### src/rtl/acsf_pkg.sv
// Package with register offsets, field positions, the mode register reset value and the unmapped read data of the conversion status flag block.
package acsf_pkg;
	localparam int NUM_CH = 4;
	localparam int RES_W = 10;
	localparam logic [7:0] OFF_CTRL = 8'h00;
	localparam logic [7:0] OFF_MODE = 8'h04;
	localparam logic [7:0] OFF_CH_EN = 8'h10;
	localparam logic [7:0] OFF_CH_DIS = 8'h14;
	localparam logic [7:0] OFF_CH_STAT = 8'h18;
	localparam logic [7:0] OFF_STATUS = 8'h1c;
	localparam logic [7:0] OFF_LAST = 8'h20;
	localparam logic [7:0] OFF_CH_BASE = 8'h30;
	localparam int CTRL_START_BIT = 1;
	localparam int MODE_SLEEP_BIT = 5;
	localparam int STAT_EOC_LSB = 0;
	localparam int STAT_OVR_LSB = 8;
	localparam int STAT_READY_BIT = 16;
	localparam int STAT_GOVR_BIT = 17;
	localparam int STAT_SLEEP_BIT = 18;
	localparam int STAT_BUSY_BIT = 19;
	localparam logic [31:0] MODE_RESET = 32'h0000_0000;
	localparam logic [31:0] UNMAPPED_DATA = 32'h0000_0000;
endpackage

### src/rtl/acsf_flag_core.sv
// Flag update logic for end-of-conversion, overrun, ready and general overrun.
`timescale 1ns/1ps
module acsf_flag_core #(
	parameter int NUM_CH = 4
) (
	input wire logic mclk,
	input wire logic reset,
	input wire logic conv_done,
	input wire logic [1:0] conv_ch,
	input wire logic [NUM_CH-1:0] ch_enabled,
	input wire logic rd_status,
	input wire logic rd_last,
	input wire logic rd_ch,
	input wire logic [1:0] rd_ch_idx,
	output logic store,
	output logic [NUM_CH-1:0] eoc_flags,
	output logic [NUM_CH-1:0] channel_overrun_flag,
	output logic result_ready_flag,
	output logic global_overrun_flag
);
	logic [NUM_CH-1:0] next_eoc;
	logic [NUM_CH-1:0] next_ovr;
	logic next_ready;
	logic next_govr;

	always_comb begin
		store = conv_done && ch_enabled[conv_ch];
		next_ready = result_ready_flag;
		next_govr = global_overrun_flag;
		if (rd_last) begin
			next_ready = 1'b0;
		end
		if (store) begin
			next_ready = 1'b1;
		end
		if (rd_status) begin
			next_govr = 1'b0;
		end
		if (store && result_ready_flag && !rd_last) begin
			next_govr = 1'b1;
		end
	end

	for (genvar i = 0; i < NUM_CH; i++) begin : g_ch
		always_comb begin
			next_eoc[i] = eoc_flags[i];
			next_ovr[i] = channel_overrun_flag[i];
			if (rd_last || (rd_ch && rd_ch_idx == 2'(i))) begin
				next_eoc[i] = 1'b0;
			end
			if (rd_status) begin
				next_ovr[i] = 1'b0;
			end
			if (store && conv_ch == 2'(i)) begin
				next_eoc[i] = 1'b1;
				if (eoc_flags[i]) begin
					next_ovr[i] = 1'b1;
				end
			end
		end
	end

	always_ff @(posedge mclk) begin
		if (reset) begin
			eoc_flags <= '0;
			channel_overrun_flag <= '0;
			result_ready_flag <= 1'b0;
			global_overrun_flag <= 1'b0;
		end else begin
			eoc_flags <= next_eoc;
			channel_overrun_flag <= next_ovr;
			result_ready_flag <= next_ready;
			global_overrun_flag <= next_govr;
		end
	end
endmodule

### src/rtl/acsf_top.sv
// Converter status flag block with its Avalon-MM register slave.
`timescale 1ns/1ps
module acsf_top #(
	parameter int NUM_CH = acsf_pkg::NUM_CH,
	parameter int RES_W = acsf_pkg::RES_W
) (
	input wire logic mclk,
	input wire logic reset,
	input wire logic [7:0] avs_address,
	input wire logic avs_read,
	input wire logic avs_write,
	input wire logic [31:0] avs_writedata,
	input wire logic [3:0] avs_byteenable,
	output logic [31:0] avs_readdata,
	output logic avs_waitrequest,
	input wire logic conv_done,
	input wire logic [1:0] conv_ch,
	input wire logic [RES_W-1:0] conv_data,
	output logic conv_start,
	output logic conv_sleep,
	output logic [NUM_CH-1:0] ch_enable
);
	////////////////////////////////////////////////////////////////////////////////
	logic ack;
	logic next_ack;
	logic [31:0] next_readdata;
	logic [31:0] mode_reg;
	logic [31:0] next_mode;
	logic [NUM_CH-1:0] next_ch_enable;
	logic next_start;
	logic busy;
	logic next_busy;
	logic sleep_state;
	logic next_sleep_state;
	logic [RES_W-1:0] ch_result [NUM_CH];
	logic [RES_W-1:0] last_result_reg;
	logic [1:0] last_ch;
	logic acc;
	logic rd_status;
	logic rd_last;
	logic rd_ch;
	logic [1:0] rd_ch_idx;
	logic store;
	logic [NUM_CH-1:0] eoc_flags;
	logic [NUM_CH-1:0] ovr_flags;
	logic ready_flag;
	logic govr_flag;
	logic [31:0] status_word;

	////////////////////////////////////////////////////////////////////////////////
	// Requests are answered one cycle after they appear; reads act at the answer edge.
	always_comb begin
		acc = (avs_read || avs_write) && !ack;
		rd_status = avs_read && ack && avs_address == acsf_pkg::OFF_STATUS;
		rd_last = avs_read && ack && avs_address == acsf_pkg::OFF_LAST;
		rd_ch = avs_read && ack && avs_address[7:4] == acsf_pkg::OFF_CH_BASE[7:4]
			&& {1'b0, avs_address[3:2]} < 3'(NUM_CH);
		rd_ch_idx = avs_address[3:2];
		avs_waitrequest = !ack && (avs_read || avs_write);
	end

	acsf_flag_core #(
		.NUM_CH(NUM_CH)
	) u_core (
		.mclk(mclk),
		.reset(reset),
		.conv_done(conv_done),
		.conv_ch(conv_ch),
		.ch_enabled(ch_enable),
		.rd_status(rd_status),
		.rd_last(rd_last),
		.rd_ch(rd_ch),
		.rd_ch_idx(rd_ch_idx),
		.store(store),
		.eoc_flags(eoc_flags),
		.channel_overrun_flag(ovr_flags),
		.result_ready_flag(ready_flag),
		.global_overrun_flag(govr_flag)
	);

	always_comb begin
		status_word = '0;
		status_word[acsf_pkg::STAT_EOC_LSB +: NUM_CH] = eoc_flags;
		status_word[acsf_pkg::STAT_OVR_LSB +: NUM_CH] = ovr_flags;
		status_word[acsf_pkg::STAT_READY_BIT] = ready_flag;
		status_word[acsf_pkg::STAT_GOVR_BIT] = govr_flag;
		status_word[acsf_pkg::STAT_SLEEP_BIT] = sleep_state;
		status_word[acsf_pkg::STAT_BUSY_BIT] = busy;
	end

	////////////////////////////////////////////////////////////////////////////////
	// Bus slave, control and mode registers.
	always_comb begin
		next_ack = acc;
		next_readdata = avs_readdata;
		next_mode = mode_reg;
		next_ch_enable = ch_enable;
		next_start = 1'b0;
		if (acc && avs_read) begin
			next_readdata = acsf_pkg::UNMAPPED_DATA;
			case (avs_address)
				acsf_pkg::OFF_MODE: next_readdata = mode_reg;
				acsf_pkg::OFF_CH_STAT: next_readdata = 32'(ch_enable);
				acsf_pkg::OFF_STATUS: next_readdata = status_word;
				acsf_pkg::OFF_LAST: next_readdata = {18'h0, last_ch, 2'h0, last_result_reg};
				default: begin
					if (avs_address[7:4] == acsf_pkg::OFF_CH_BASE[7:4]
						&& {1'b0, avs_address[3:2]} < 3'(NUM_CH)) begin
						next_readdata = 32'(ch_result[avs_address[3:2]]);
					end
				end
			endcase
		end
		if (ack && avs_write) begin
			case (avs_address)
				acsf_pkg::OFF_CTRL: begin
					if (avs_byteenable[0]) begin
						next_start = avs_writedata[acsf_pkg::CTRL_START_BIT];
					end
				end
				acsf_pkg::OFF_MODE: begin
					for (int b = 0; b < 4; b++) begin
						if (avs_byteenable[b]) begin
							next_mode[b*8 +: 8] = avs_writedata[b*8 +: 8];
						end
					end
				end
				acsf_pkg::OFF_CH_EN: begin
					if (avs_byteenable[0]) begin
						next_ch_enable = ch_enable | avs_writedata[NUM_CH-1:0];
					end
				end
				acsf_pkg::OFF_CH_DIS: begin
					if (avs_byteenable[0]) begin
						next_ch_enable = ch_enable & ~avs_writedata[NUM_CH-1:0];
					end
				end
				default: next_start = 1'b0;
			endcase
		end
	end

	always_ff @(posedge mclk) begin
		if (reset) begin
			ack <= 1'b0;
			avs_readdata <= '0;
			mode_reg <= acsf_pkg::MODE_RESET;
			ch_enable <= '0;
			conv_start <= 1'b0;
		end else begin
			ack <= next_ack;
			avs_readdata <= next_readdata;
			mode_reg <= next_mode;
			ch_enable <= next_ch_enable;
			conv_start <= next_start;
		end
	end

	////////////////////////////////////////////////////////////////////////////////
	// Result storage and sleep sequencing.
	always_comb begin
		next_busy = busy;
		next_sleep_state = sleep_state;
		if (conv_start) begin
			next_busy = 1'b1;
			next_sleep_state = 1'b0;
		end
		if (conv_done) begin
			next_busy = 1'b0;
			next_sleep_state = mode_reg[acsf_pkg::MODE_SLEEP_BIT];
		end
		if (!mode_reg[acsf_pkg::MODE_SLEEP_BIT]) begin
			next_sleep_state = 1'b0;
		end
	end

	always_ff @(posedge mclk) begin
		if (reset) begin
			busy <= 1'b0;
			sleep_state <= 1'b0;
			conv_sleep <= 1'b0;
			last_result_reg <= '0;
			last_ch <= 2'h0;
		end else begin
			busy <= next_busy;
			sleep_state <= next_sleep_state;
			conv_sleep <= next_sleep_state;
			if (store) begin
				last_result_reg <= conv_data;
				last_ch <= conv_ch;
			end
		end
	end

	for (genvar i = 0; i < NUM_CH; i++) begin : g_res
		always_ff @(posedge mclk) begin
			if (reset) begin
				ch_result[i] <= '0;
			end else if (store && conv_ch == 2'(i)) begin
				ch_result[i] <= conv_data;
			end
		end
	end
endmodule

### config.mk
export PLATFORM = sky130hd
export DESIGN_NAME = acsf_top
export DESIGN_NICKNAME = d
export VERILOG_FILES = /design/src/rtl/acsf_pkg.sv /design/src/rtl/acsf_flag_core.sv /design/src/rtl/acsf_top.sv
export SDC_FILE = /design/constraint.sdc
export NUM_CORES = 1
export LEC_CHECK = 0
export BUFFER_PORTS_ARGS = -buffer_cell sky130_fd_sc_hd__buf_2
export CAP_MARGIN = 10
export CORE_MARGIN = 5
export CORE_UTILIZATION = 56
export CTS_CLUSTER_SIZE = 10
export DETAILED_ROUTE_END_ITERATION = 8
export PLACE_DENSITY = 0.8
export SKIP_LAST_GASP = 1
export SLEW_MARGIN = 20
export SYNTH_ARGS = -nofsm -noshare
export SYNTH_HDL_FRONTEND = slang
export SYNTH_HIERARCHICAL = 1
export SYNTH_SLANG_ARGS = --single-unit
### constraint.sdc
create_clock -name mclk -period 2.45 [get_ports mclk]
set_input_delay 0.245 -clock mclk [delete_from_list [all_inputs] [get_ports mclk]]
set_output_delay 0.245 -clock mclk [all_outputs]
set_load 0.03 [all_outputs]
==> results of run 1 <==
==> layout by cell type (no fill, tap or decap), types with 12 or more instances in the layout <==
cell type / instances
buf_2: 99
nor3_1: 12
a22oi_1: 28
buf_4: 26
edfxtp_1: 40
nand3b_1: 13
dlygate4sd3_1: 25
inv_1: 12
nor2_1: 71
and2_1: 41
nand4_1: 18
nand2_1: 17
dfxtp_1: 94
clkbuf_16: 19
mux2i_1: 51
a21oi_1: 26
==> worst max-delay path, stage by stage <==
cell and delay [ns]:
dlygate4sd3_1 0.52, buf_2 0.13, and2_1 0.24, a22o_1 0.26, nand2b_1 0.10, nor3_1 0.77
and2_1 0.23
==> power breakdown <==
part	internal, W	total, W	switching (W)
sequential	0.00230	0.00231	0.00000949
combinational	0.000121	0.000303	0.000182
clock	0.00168	0.00267	0.000993
==> final timing paths <==
check / endpoint / cells past startpoint
max reg2reg: ch_result[0][6] / 5
min: mode_reg[14] / 3
max: ch_result[0][6] / 7
min reg2reg: avs_readdata[16] / 2
==> stage by stage <==
| step | cell area [µm²] | total power (W) | hold WS (ns) |
|---|---|---|---|
| after floorplan | 5910 | 0.00250 | 0.324 |
| after global placement | 6600 | 0.00262 | 0.437 |
| after detailed placement | 6600 | 0.00262 | 0.447 |
| after CTS | 7490 | 0.00530 | 0.00000605 |
| after global routing | 7490 | 0.00543 | 0.0184 |
| final | 7490 | 0.00529 | 0.0163 |
==> cells in the mapped netlist (7+ instances only) <==
library cell / count
dfxtp_1: 94
edfxtp_1: 40
nand4_1: 18
a21oi_1: 26
nand3b_1: 13
and2_1: 41
mux2i_1: 51
nor3_1: 13
nor2b_1: 7
nand3_1: 7
nor2_1: 71
clkbuf_1: 27
a22oi_1: 28
nand2_1: 17
inv_1: 12
==> layout make-up <==
type                            count  share of cell area [%]
Sequential cell                   134                    41.1
Multi-Input combinational cell    367                    35.0
Timing Repair Buffer              150                    12.6
Clock buffer                       22                    6.76
Tap cell                          136                    2.27
Clock inverter                     10                    1.72
Inverter                           12                   0.601
==> kinds of logic after synthesis <==
| logic type | count (synthesis) | share of synthesized area (%) |
|---|---|---|
| buffers and inverters | 49 | 3.54 |
| flip-flops | 134 | 52.2 |
| AND/OR/NAND/NOR | 216 | 20.5 |
| multiplexers | 63 | 13.3 |
| AO/OA/AOI/OAI | 88 | 10.5 |
==> routing by layer <==
layer	vias up	part of all wire (%)	global-route usage, %
met4	0	2.7	9.21
met3	41	6.8	5.40
met1	2351	41	32.2
li1	2293	-	-
met2	217	49	42.7
met5	-	0	0
==> timing repair <==
item                                    4_1_cts  5_1_grt
hold buffers                                 25        0
endpoints found under the setup margin        0        0
hold endpoints to repair                     25        0
buffers inserted                              0        0
==> results.cfg, run 1 <==
[synthesis]
postSynthCellCount = 550
syn_avg_cell_area_um2 = 10.7
synth_top_cell_by_area = dfxtp_1
synth_area_leaders = dfxtp_1 32%, edfxtp_1 20%, mux2i_1 8.6%
synth.net_count = 611
synth_enable_flop_cells = 40
synth-warning-count = 6
ys.flop_type = dfxtp_1
ys_async_sr_fraction_pct = 0
ys_seq_area_share_pct = 52.2
syn_area_um2 = 5910
synth_top_area_share_pct = 31.9
ys_ff_latch = 134
synth_cell_types = 48

[worst_setup_path]
end_kind = register
path_max_fanout = 10
crit_type = in -> reg
cp-start-kind = primary input
r2r_setup_slack_ns = 0.35
worstPathArrival_ns = 2.50
startpoint = conv_done
required_ns = 2.84

[min_path]
hold_path.class = in -> reg
worstHoldStart = avs_writedata[14]

[cts]
numCtsBuffers = 17
cts_root_buf = clkbuf_8
ctsResizeCount = 0
clk_latency_ns = 0.52
cts_max_level = 4
cts.path.max_buffers = 2
clkTransAtPathRegs_ns = 0.06
cts_tree = done
numClockSinks = 134

[cells_and_area]
multi_input_area_um2 = 2620
regArea_um2 = 3080
diodes = 0
num-fill-cells = 677
largest_reg_flops = 40
instances_no_fill = 831
drive_above_1_share_pct = 24.2
area_growth_pct = 26.9
nets = 743
final_util_pct = 72.6

[timing]
setup_viol = 0
rsz0062_at_grt = false
relSlewSlack_pct = 32.5
setup_tns_ns = 0
tightest_slew_ns = 1.00
finalHoldViolCount = 0
period_share_pct = 86.4
timing.fmax_mhz = 472
fin_ws_ns = 0.333
fin_worst_skew_ns = 0.00951
min_period_ns = 2.12
report.final.slew_viol_count = 0

[die]
start_util_pct = 57.2
ios = 100
die_x_um = 113
core_area_um2 = 10300
core.rowCount = 37
die_h_um = 113
die-area_um2 = 12700

[placement]
hpwl_mm = 10.5
dpl.cell_count = 774
gp_congestion = 0.950
place.port_buffers = 99
pre_cts_slack_ns = 0.180

[grt]
grt_max_degree = 71
grt_pass1_wl_mm = 25.4
grt_overflow = 0
grt_use_total_pct = 25.3
grt_antenna_before_repair = 0
grt_pass1_vias = 4889

[routing]
vias = 4902
final_antenna_net_count = 0
vias_per_cell = 5.90
wl_per_cell_um = 19.1
drtIter0Drc = 463
drt_wl_total_mm = 15.9
drc = 0
detail_route.first_pass.iterations = 7

[power]
p_leak_nw = 2.86
ir_drop_mv = 0.337
p_per_area_nw_per_um2 = 705

[outcome]
outcome = finished clean

[job]
cap_violations = 0
Note: power is estimated with default switching activity, not from simulation.
==> run 2: changes to the inputs <==
clock period = 2.1 ns   (was 2.45 ns; I/O delays follow)
==> results.cfg, run 2 (synthesis results as in run 1) <==
[cts]
clkTransAtPathRegs_ns = 0.06
cts_max_level = 4
cts_root_buf = clkbuf_8
cts_tree = done
cts.path.max_buffers = 2
numCtsBuffers = 17
post_cts_buffers = 0
clk_latency_ns = 0.53
numClockSinks = 134

[worst_setup_path]
cp_num_buf_inv = 3
cp_slowest_cell = nor2_1
worstPathArrival_ns = 2.37
path_max_fanout = 10
critPathMaxStageDelay_ns = 0.53
cp_top_family = simple AND/OR/NAND/NOR gates
cp-start-kind = primary input
crit_type = in -> reg
end_kind = register
cp_cell_sequence = dlygate4sd3_1 -> buf_2 -> nor2b_1 -> a22o_1 -> nand2b_1 -> buf_4 -> nor2_1 -> and2_1
required_ns = 2.49

[power]
p_leak_nw = 2.97
switchingPower_w = 0.00135
clkPwrFrac_pct = 50.0
ir_drop_mv = 0.568
combPwrFrac_pct = 6.3
p_per_area_nw_per_um2 = 801
swShare_pct = 21.8
p_int_w = 0.00482
pwr-share-seq_pct = 43.7

[placement]
gp_congestion = 0.921
place.port_buffers = 99
pre_cts_slack_ns = 0.0698
hpwl_mm = 10.8
dpl.cell_count = 785

[timing]
timing.fmax_mhz = 504
setup_tns_ns = 0
fin_ws_ns = 0.116
relSlewSlack_pct = 45.8
tightest_slew_ns = 0.813
rsz0062_at_grt = false
min_period_ns = 1.98
report.final.slew_viol_count = 0
hold-worst-slack_ns = -0.00323
period_share_pct = 94.5
setup_viol = 0
finalHoldViolCount = 1
fin_worst_skew_ns = 0.00661

[grt]
grt_pass1_vias = 5127
grt_overflow = 0
grt_antenna_before_repair = 0
grt_use_total_pct = 25.9
grt_max_degree = 83
grt_pass1_wl_mm = 25.9

[cells_and_area]
diodes = 0
largest_reg_flops = 40
drive_above_1_share_pct = 24.8
instances_no_fill = 855
final_common_cell = buf_2
final_cell_mix = 99 x buf_2, 94 x dfxtp_1, 71 x nor2_1
area_growth_pct = 30.3
nets = 767

[routing]
detail_route.first_pass.iterations = 9
vias = 4988
vias_per_cell = 5.83
final_antenna_net_count = 0
drc = 0
drt_wl_total_mm = 16.1
wl_per_cell_um = 18.8
drtIter0Drc = 513

[die]
start_util_pct = 57.2
ios = 100
core.rowCount = 37
core_area_um2 = 10300
die_h_um = 113
die-area_um2 = 12700
die_x_um = 113

[outcome]
failed_checks = hold timing
outcome = complete, but fails checks

[job]
cap_violations = 0

[min_path]
hold_path.class = in -> reg
[run 2: metal layers]
metal | track usage (%) | up-vias | share of wire [%]
li1 | - | 2336 | -
met1 | 32.6 | 2372 | 40
met2 | 42.7 | 236 | 49
met3 | 5.88 | 44 | 7.3
met4 | 11.9 | 0 | 3.0
met5 | 0 | - | 0
[run 2: layout make-up]
class	instances	area, µm²
Timing Repair Buffer	174	1150
Inverter	12	45.0
Clock buffer	23	480
Fill cell	645	2630
Sequential cell	134	3080
Clock inverter	9	138
Tap cell	136	170
Multi-Input combinational cell	367	2630
[run 2: per-stage QoR]
step	hold WS [ns]	utilization, %	instance area [µm²]	total power (W)
after detailed placement	0.424	64.8	6690	0.00307
after global placement	0.415	64.8	6690	0.00306
after global routing	0.0172	74.5	7690	0.00634
after floorplan	0.289	-	5910	0.00292
after CTS	0.00585	74.4	7680	0.00615
final	-0.00323	74.5	7690	0.00617
[run 2: final timing paths]
kind / startpoint / to / slack, ns / cells after the start
max: conv_done / ch_result[1][7] / 0.12 / 8
min: conv_data[4] / last_result_reg[4] / -0.003 / 3
max reg2reg: register / ch_result[1][7] / 0.16 / 6
min reg2reg: avs_readdata[19] / avs_readdata[19] / 0.45 / 2
[run 2: worst reg2reg max path: cells and delay by family (launching register included)]
kind | cells | cell delay (ns)
AOI/OAI and AO/OA | 1 | 0.24
buffers and inverters | 1 | 0.16
DFF | 1 | 0.33
muxes | 1 | 0.17
and+or+nand+nor | 3 | 0.90
[run 2: repair_timing]
item	CTS	global route
resized for setup	0	2
hold buffers	38	0
hold endpoints to repair	38	0
endpoints found under the setup margin	0	20
[run 2: power by group through the flow]
stage | Sequential, W | Combinational (W) | Clock (W)
after detailed placement | 0.00275 | 0.000319 | 0
after global routing | 0.00270 | 0.000412 | 0.00322
after global placement | 0.00275 | 0.000313 | 0
after floorplan | 0.00275 | 0.000167 | 0
after CTS | 0.00270 | 0.000378 | 0.00307
final | 0.00270 | 0.000387 | 0.00308
==> run 3: changes to the inputs <==
ABC_AREA = 1   (was default)
==> results.cfg, run 3 <==
[cts]
clk_latency_ns = 0.52
cts.path.max_buffers = 2
numClockSinks = 134
cts_tree = done
cts_max_level = 4
cts_root_buf = clkbuf_8
numCtsBuffers = 17
clkTransAtPathRegs_ns = 0.06

[min_path]
worstHoldStart = avs_writedata[2]
hold_end = mode_reg[2]
hold_depth = 3
hold_path.class = in -> reg

[synthesis]
synth_most_common_cell = nand2_1
ys_seq_area_share_pct = 52.0
synth-warning-count = 6
synth_top_cell_by_area = dfxtp_1
synth.net_count = 792
syn_avg_cell_area_um2 = 8.11
ys_ff_latch = 134
postSynthCellCount = 731
ys.flop_type = dfxtp_1
synth_common_cells = 160 x nand2_1, 95 x nor2_1, 94 x dfxtp_1, 59 x a21oi_1, 56 x o21ai_0
synth_area_leaders = dfxtp_1 32%, edfxtp_1 20%, nand2_1 10%
synth_cell_types = 35
synth_top_area_share_pct = 31.8
syn_area_um2 = 5930
synth_enable_flop_cells = 40
ys_async_sr_fraction_pct = 0

[grt]
grt_pass1_wl_mm = 29.0
grt.busiest_layer = met2
grt_antenna_before_repair = 0
globalRouteMet2Util_pct = 49.0
grt_pass1_vias = 5577
met3_usage_pct = 7.17
grt_use_met1_pct = 36.6
grt_max_degree = 56
grt_overflow = 0
grt_use_total_pct = 29.0

[power]
p_int_w = 0.00468
p_leak_nw = 3.19
swShare_pct = 23.5
ir_drop_mv = 0.642
switchingPower_w = 0.00144
pwr-share-seq_pct = 44.7
clkPwrFrac_pct = 47.8
p_per_area_nw_per_um2 = 818
combPwrFrac_pct = 7.6

[timing]
fin_ws_ns = 0.174
finalHoldViolCount = 0
setup_viol = 0
relSlewSlack_pct = 46.0
min_period_ns = 1.93
timing.fmax_mhz = 519
tightest_slew_ns = 0.809
period_share_pct = 91.7
fin_worst_skew_ns = 0.00754
report.final.slew_viol_count = 0
rsz0062_at_grt = true

[cells_and_area]
diodes = 0
area_growth_pct = 26.1
final_util_pct = 72.4
drive_above_1_share_pct = 22.4
final_cell_mix = 159 x nand2_1, 99 x buf_2, 95 x nor2_1
final_common_cell = nand2_1
nets = 928
num-fill-cells = 745
largest_reg_flops = 40

[routing]
wl_per_cell_um = 17.8
drt_wl_total_mm = 18.1
drc = 0
final_antenna_net_count = 0
vias = 5683
vias_per_cell = 5.59
detail_route.first_pass.iterations = 6
drtIter0Drc = 624

[die]
core.rowCount = 37
die_x_um = 113
core_area_um2 = 10300
ios = 100
die_h_um = 113
die-area_um2 = 12700
start_util_pct = 57.4

[worst_setup_path]
worstPathArrival_ns = 2.28
r2r_setup_slack_ns = 0.17
cp-start-kind = register
cp_cell_sequence = nand2_1 -> nand2_2 -> nand2_2 -> nand2_2 -> nand2_1 -> inv_1 -> inv_1 -> nor2_1 -> buf_4 -> nand3_2 -> nor2_1
cp_top_family = simple AND/OR/NAND/NOR gates
end_kind = register
crit_type = reg -> reg
path_max_fanout = 10
worst-path-stages = 11
reg2regPathDepth = 11
required_ns = 2.45
worstReg2RegEnd = ch_result[0][1]
cp_num_buf_inv = 3
crit_top_cell = nand2_2
cp_slowest_cell = dfxtp_1
critPathMaxStageDelay_ns = 0.39

[placement]
gp_congestion = 0.986
hpwl_mm = 12.3
place.port_buffers = 99
pre_cts_slack_ns = 0.147

[job]
cap_violations = 0

[outcome]
outcome = finished clean
run 3: changes by cell type in the layout (fill, tap and decap cells not counted), moves of 8 or more:
cell,previous run,this run
inv_1,12,46
and2_1,41,0
a21oi_1,26,59
nor2_4,0,8
nand3_1,7,38
nand2_1,17,159
nand3b_1,13,1
a22oi_1,28,5
mux2i_1,51,0
buf_4,37,13
nor3_1,11,30
nand2_2,0,21
o21ai_0,0,56
nor2_1,71,95
run 3: worst max-delay path by stage:
stage	slack (ns)	to	from
after CTS	0.08	ch_result[0][1]	register
after floorplan	0.02	ch_result[3][0]	register
after global placement	0.30	ch_result[0][5]	conv_ch[0]
after detailed placement	0.15	ch_result[0][1]	conv_ch[0]
final	0.17	ch_result[0][1]	register
after global routing	-0.01	ch_result[0][8]	register
run 3: cell families after synthesis:
| kind of cell | synth area share [%] |
|---|---|
| DFF | 52.0 |
| AOI/OAI and AO/OA | 11.8 |
| and+or+nand+nor | 29.9 |
| buffers and inverters | 6.29 |
run 3: repair_timing:
| item | CTS | global route |
|---|---|---|
| setup endpoints to repair | 0 | 28 |
| resized for setup | 0 | 2 |
| hold buffers | 33 | 0 |
| hold endpoints to repair | 33 | 0 |
| buffers inserted | 0 | 1 |
run 3: final cells by class:
class / count / area (µm²) / share of cell area, %
clock inverter: 11 / 119 / 1.59
sequential: 134 / 3080 / 41.3
multi-input combinational: 515 / 2480 / 33.2
tap: 136 / 170 / 2.28
clock buffer: 21 / 469 / 6.28
timing repair buffer: 146 / 943 / 12.6
inverter: 53 / 204 / 2.73
run 3: metal layers:
layer	wire, µm	part of all wire [%]	up-vias
met5	0	0	-
met3	1720	9.5	48
met1	7140	39	2628
met2	8760	48	308
met4	469	2.6	0
li1	-	-	2699
run 3: per-stage QoR:
step / cell area, µm² / hold WS (ns) / TNS [ns] / total power, W / instances
2_1_floorplan: 5930 / 0.288 / 0 / 0.00302 / 731
5_1_grt: 7470 / 0.0257 / -0.0186 / 0.00627 / 1016
3_3_place_gp: 6540 / 0.444 / 0 / 0.00318 / 950
3_5_place_dp: 6540 / 0.450 / 0 / 0.00318 / 950
6_report: 7470 / 0.00877 / 0 / 0.00611 / 1016
4_1_cts: 7460 / 0.000784 / 0 / 0.00609 / 1015
run 3: worst reg2reg max path, stage by stage, from the launching register on:
cell and delay (ns):
dfxtp_1 0.39, nand2_1 0.09, nand2_2 0.08, nand2_2 0.05, nand2_2 0.10, nand2_1 0.09
inv_1 0.09, inv_1 0.11, nor2_1 0.17, buf_4 0.15, nand3_2 0.20, nor2_1 0.24
run 3: power groups by stage:
stage / logic [W] / registers, W / clock network [W]
final: 0.000463 / 0.00273 / 0.00292
after global routing: 0.000497 / 0.00273 / 0.00304
after CTS: 0.000449 / 0.00273 / 0.00292
after detailed placement: 0.000400 / 0.00278 / 0
after global placement: 0.000395 / 0.00278 / 0
after floorplan: 0.000200 / 0.00282 / 0
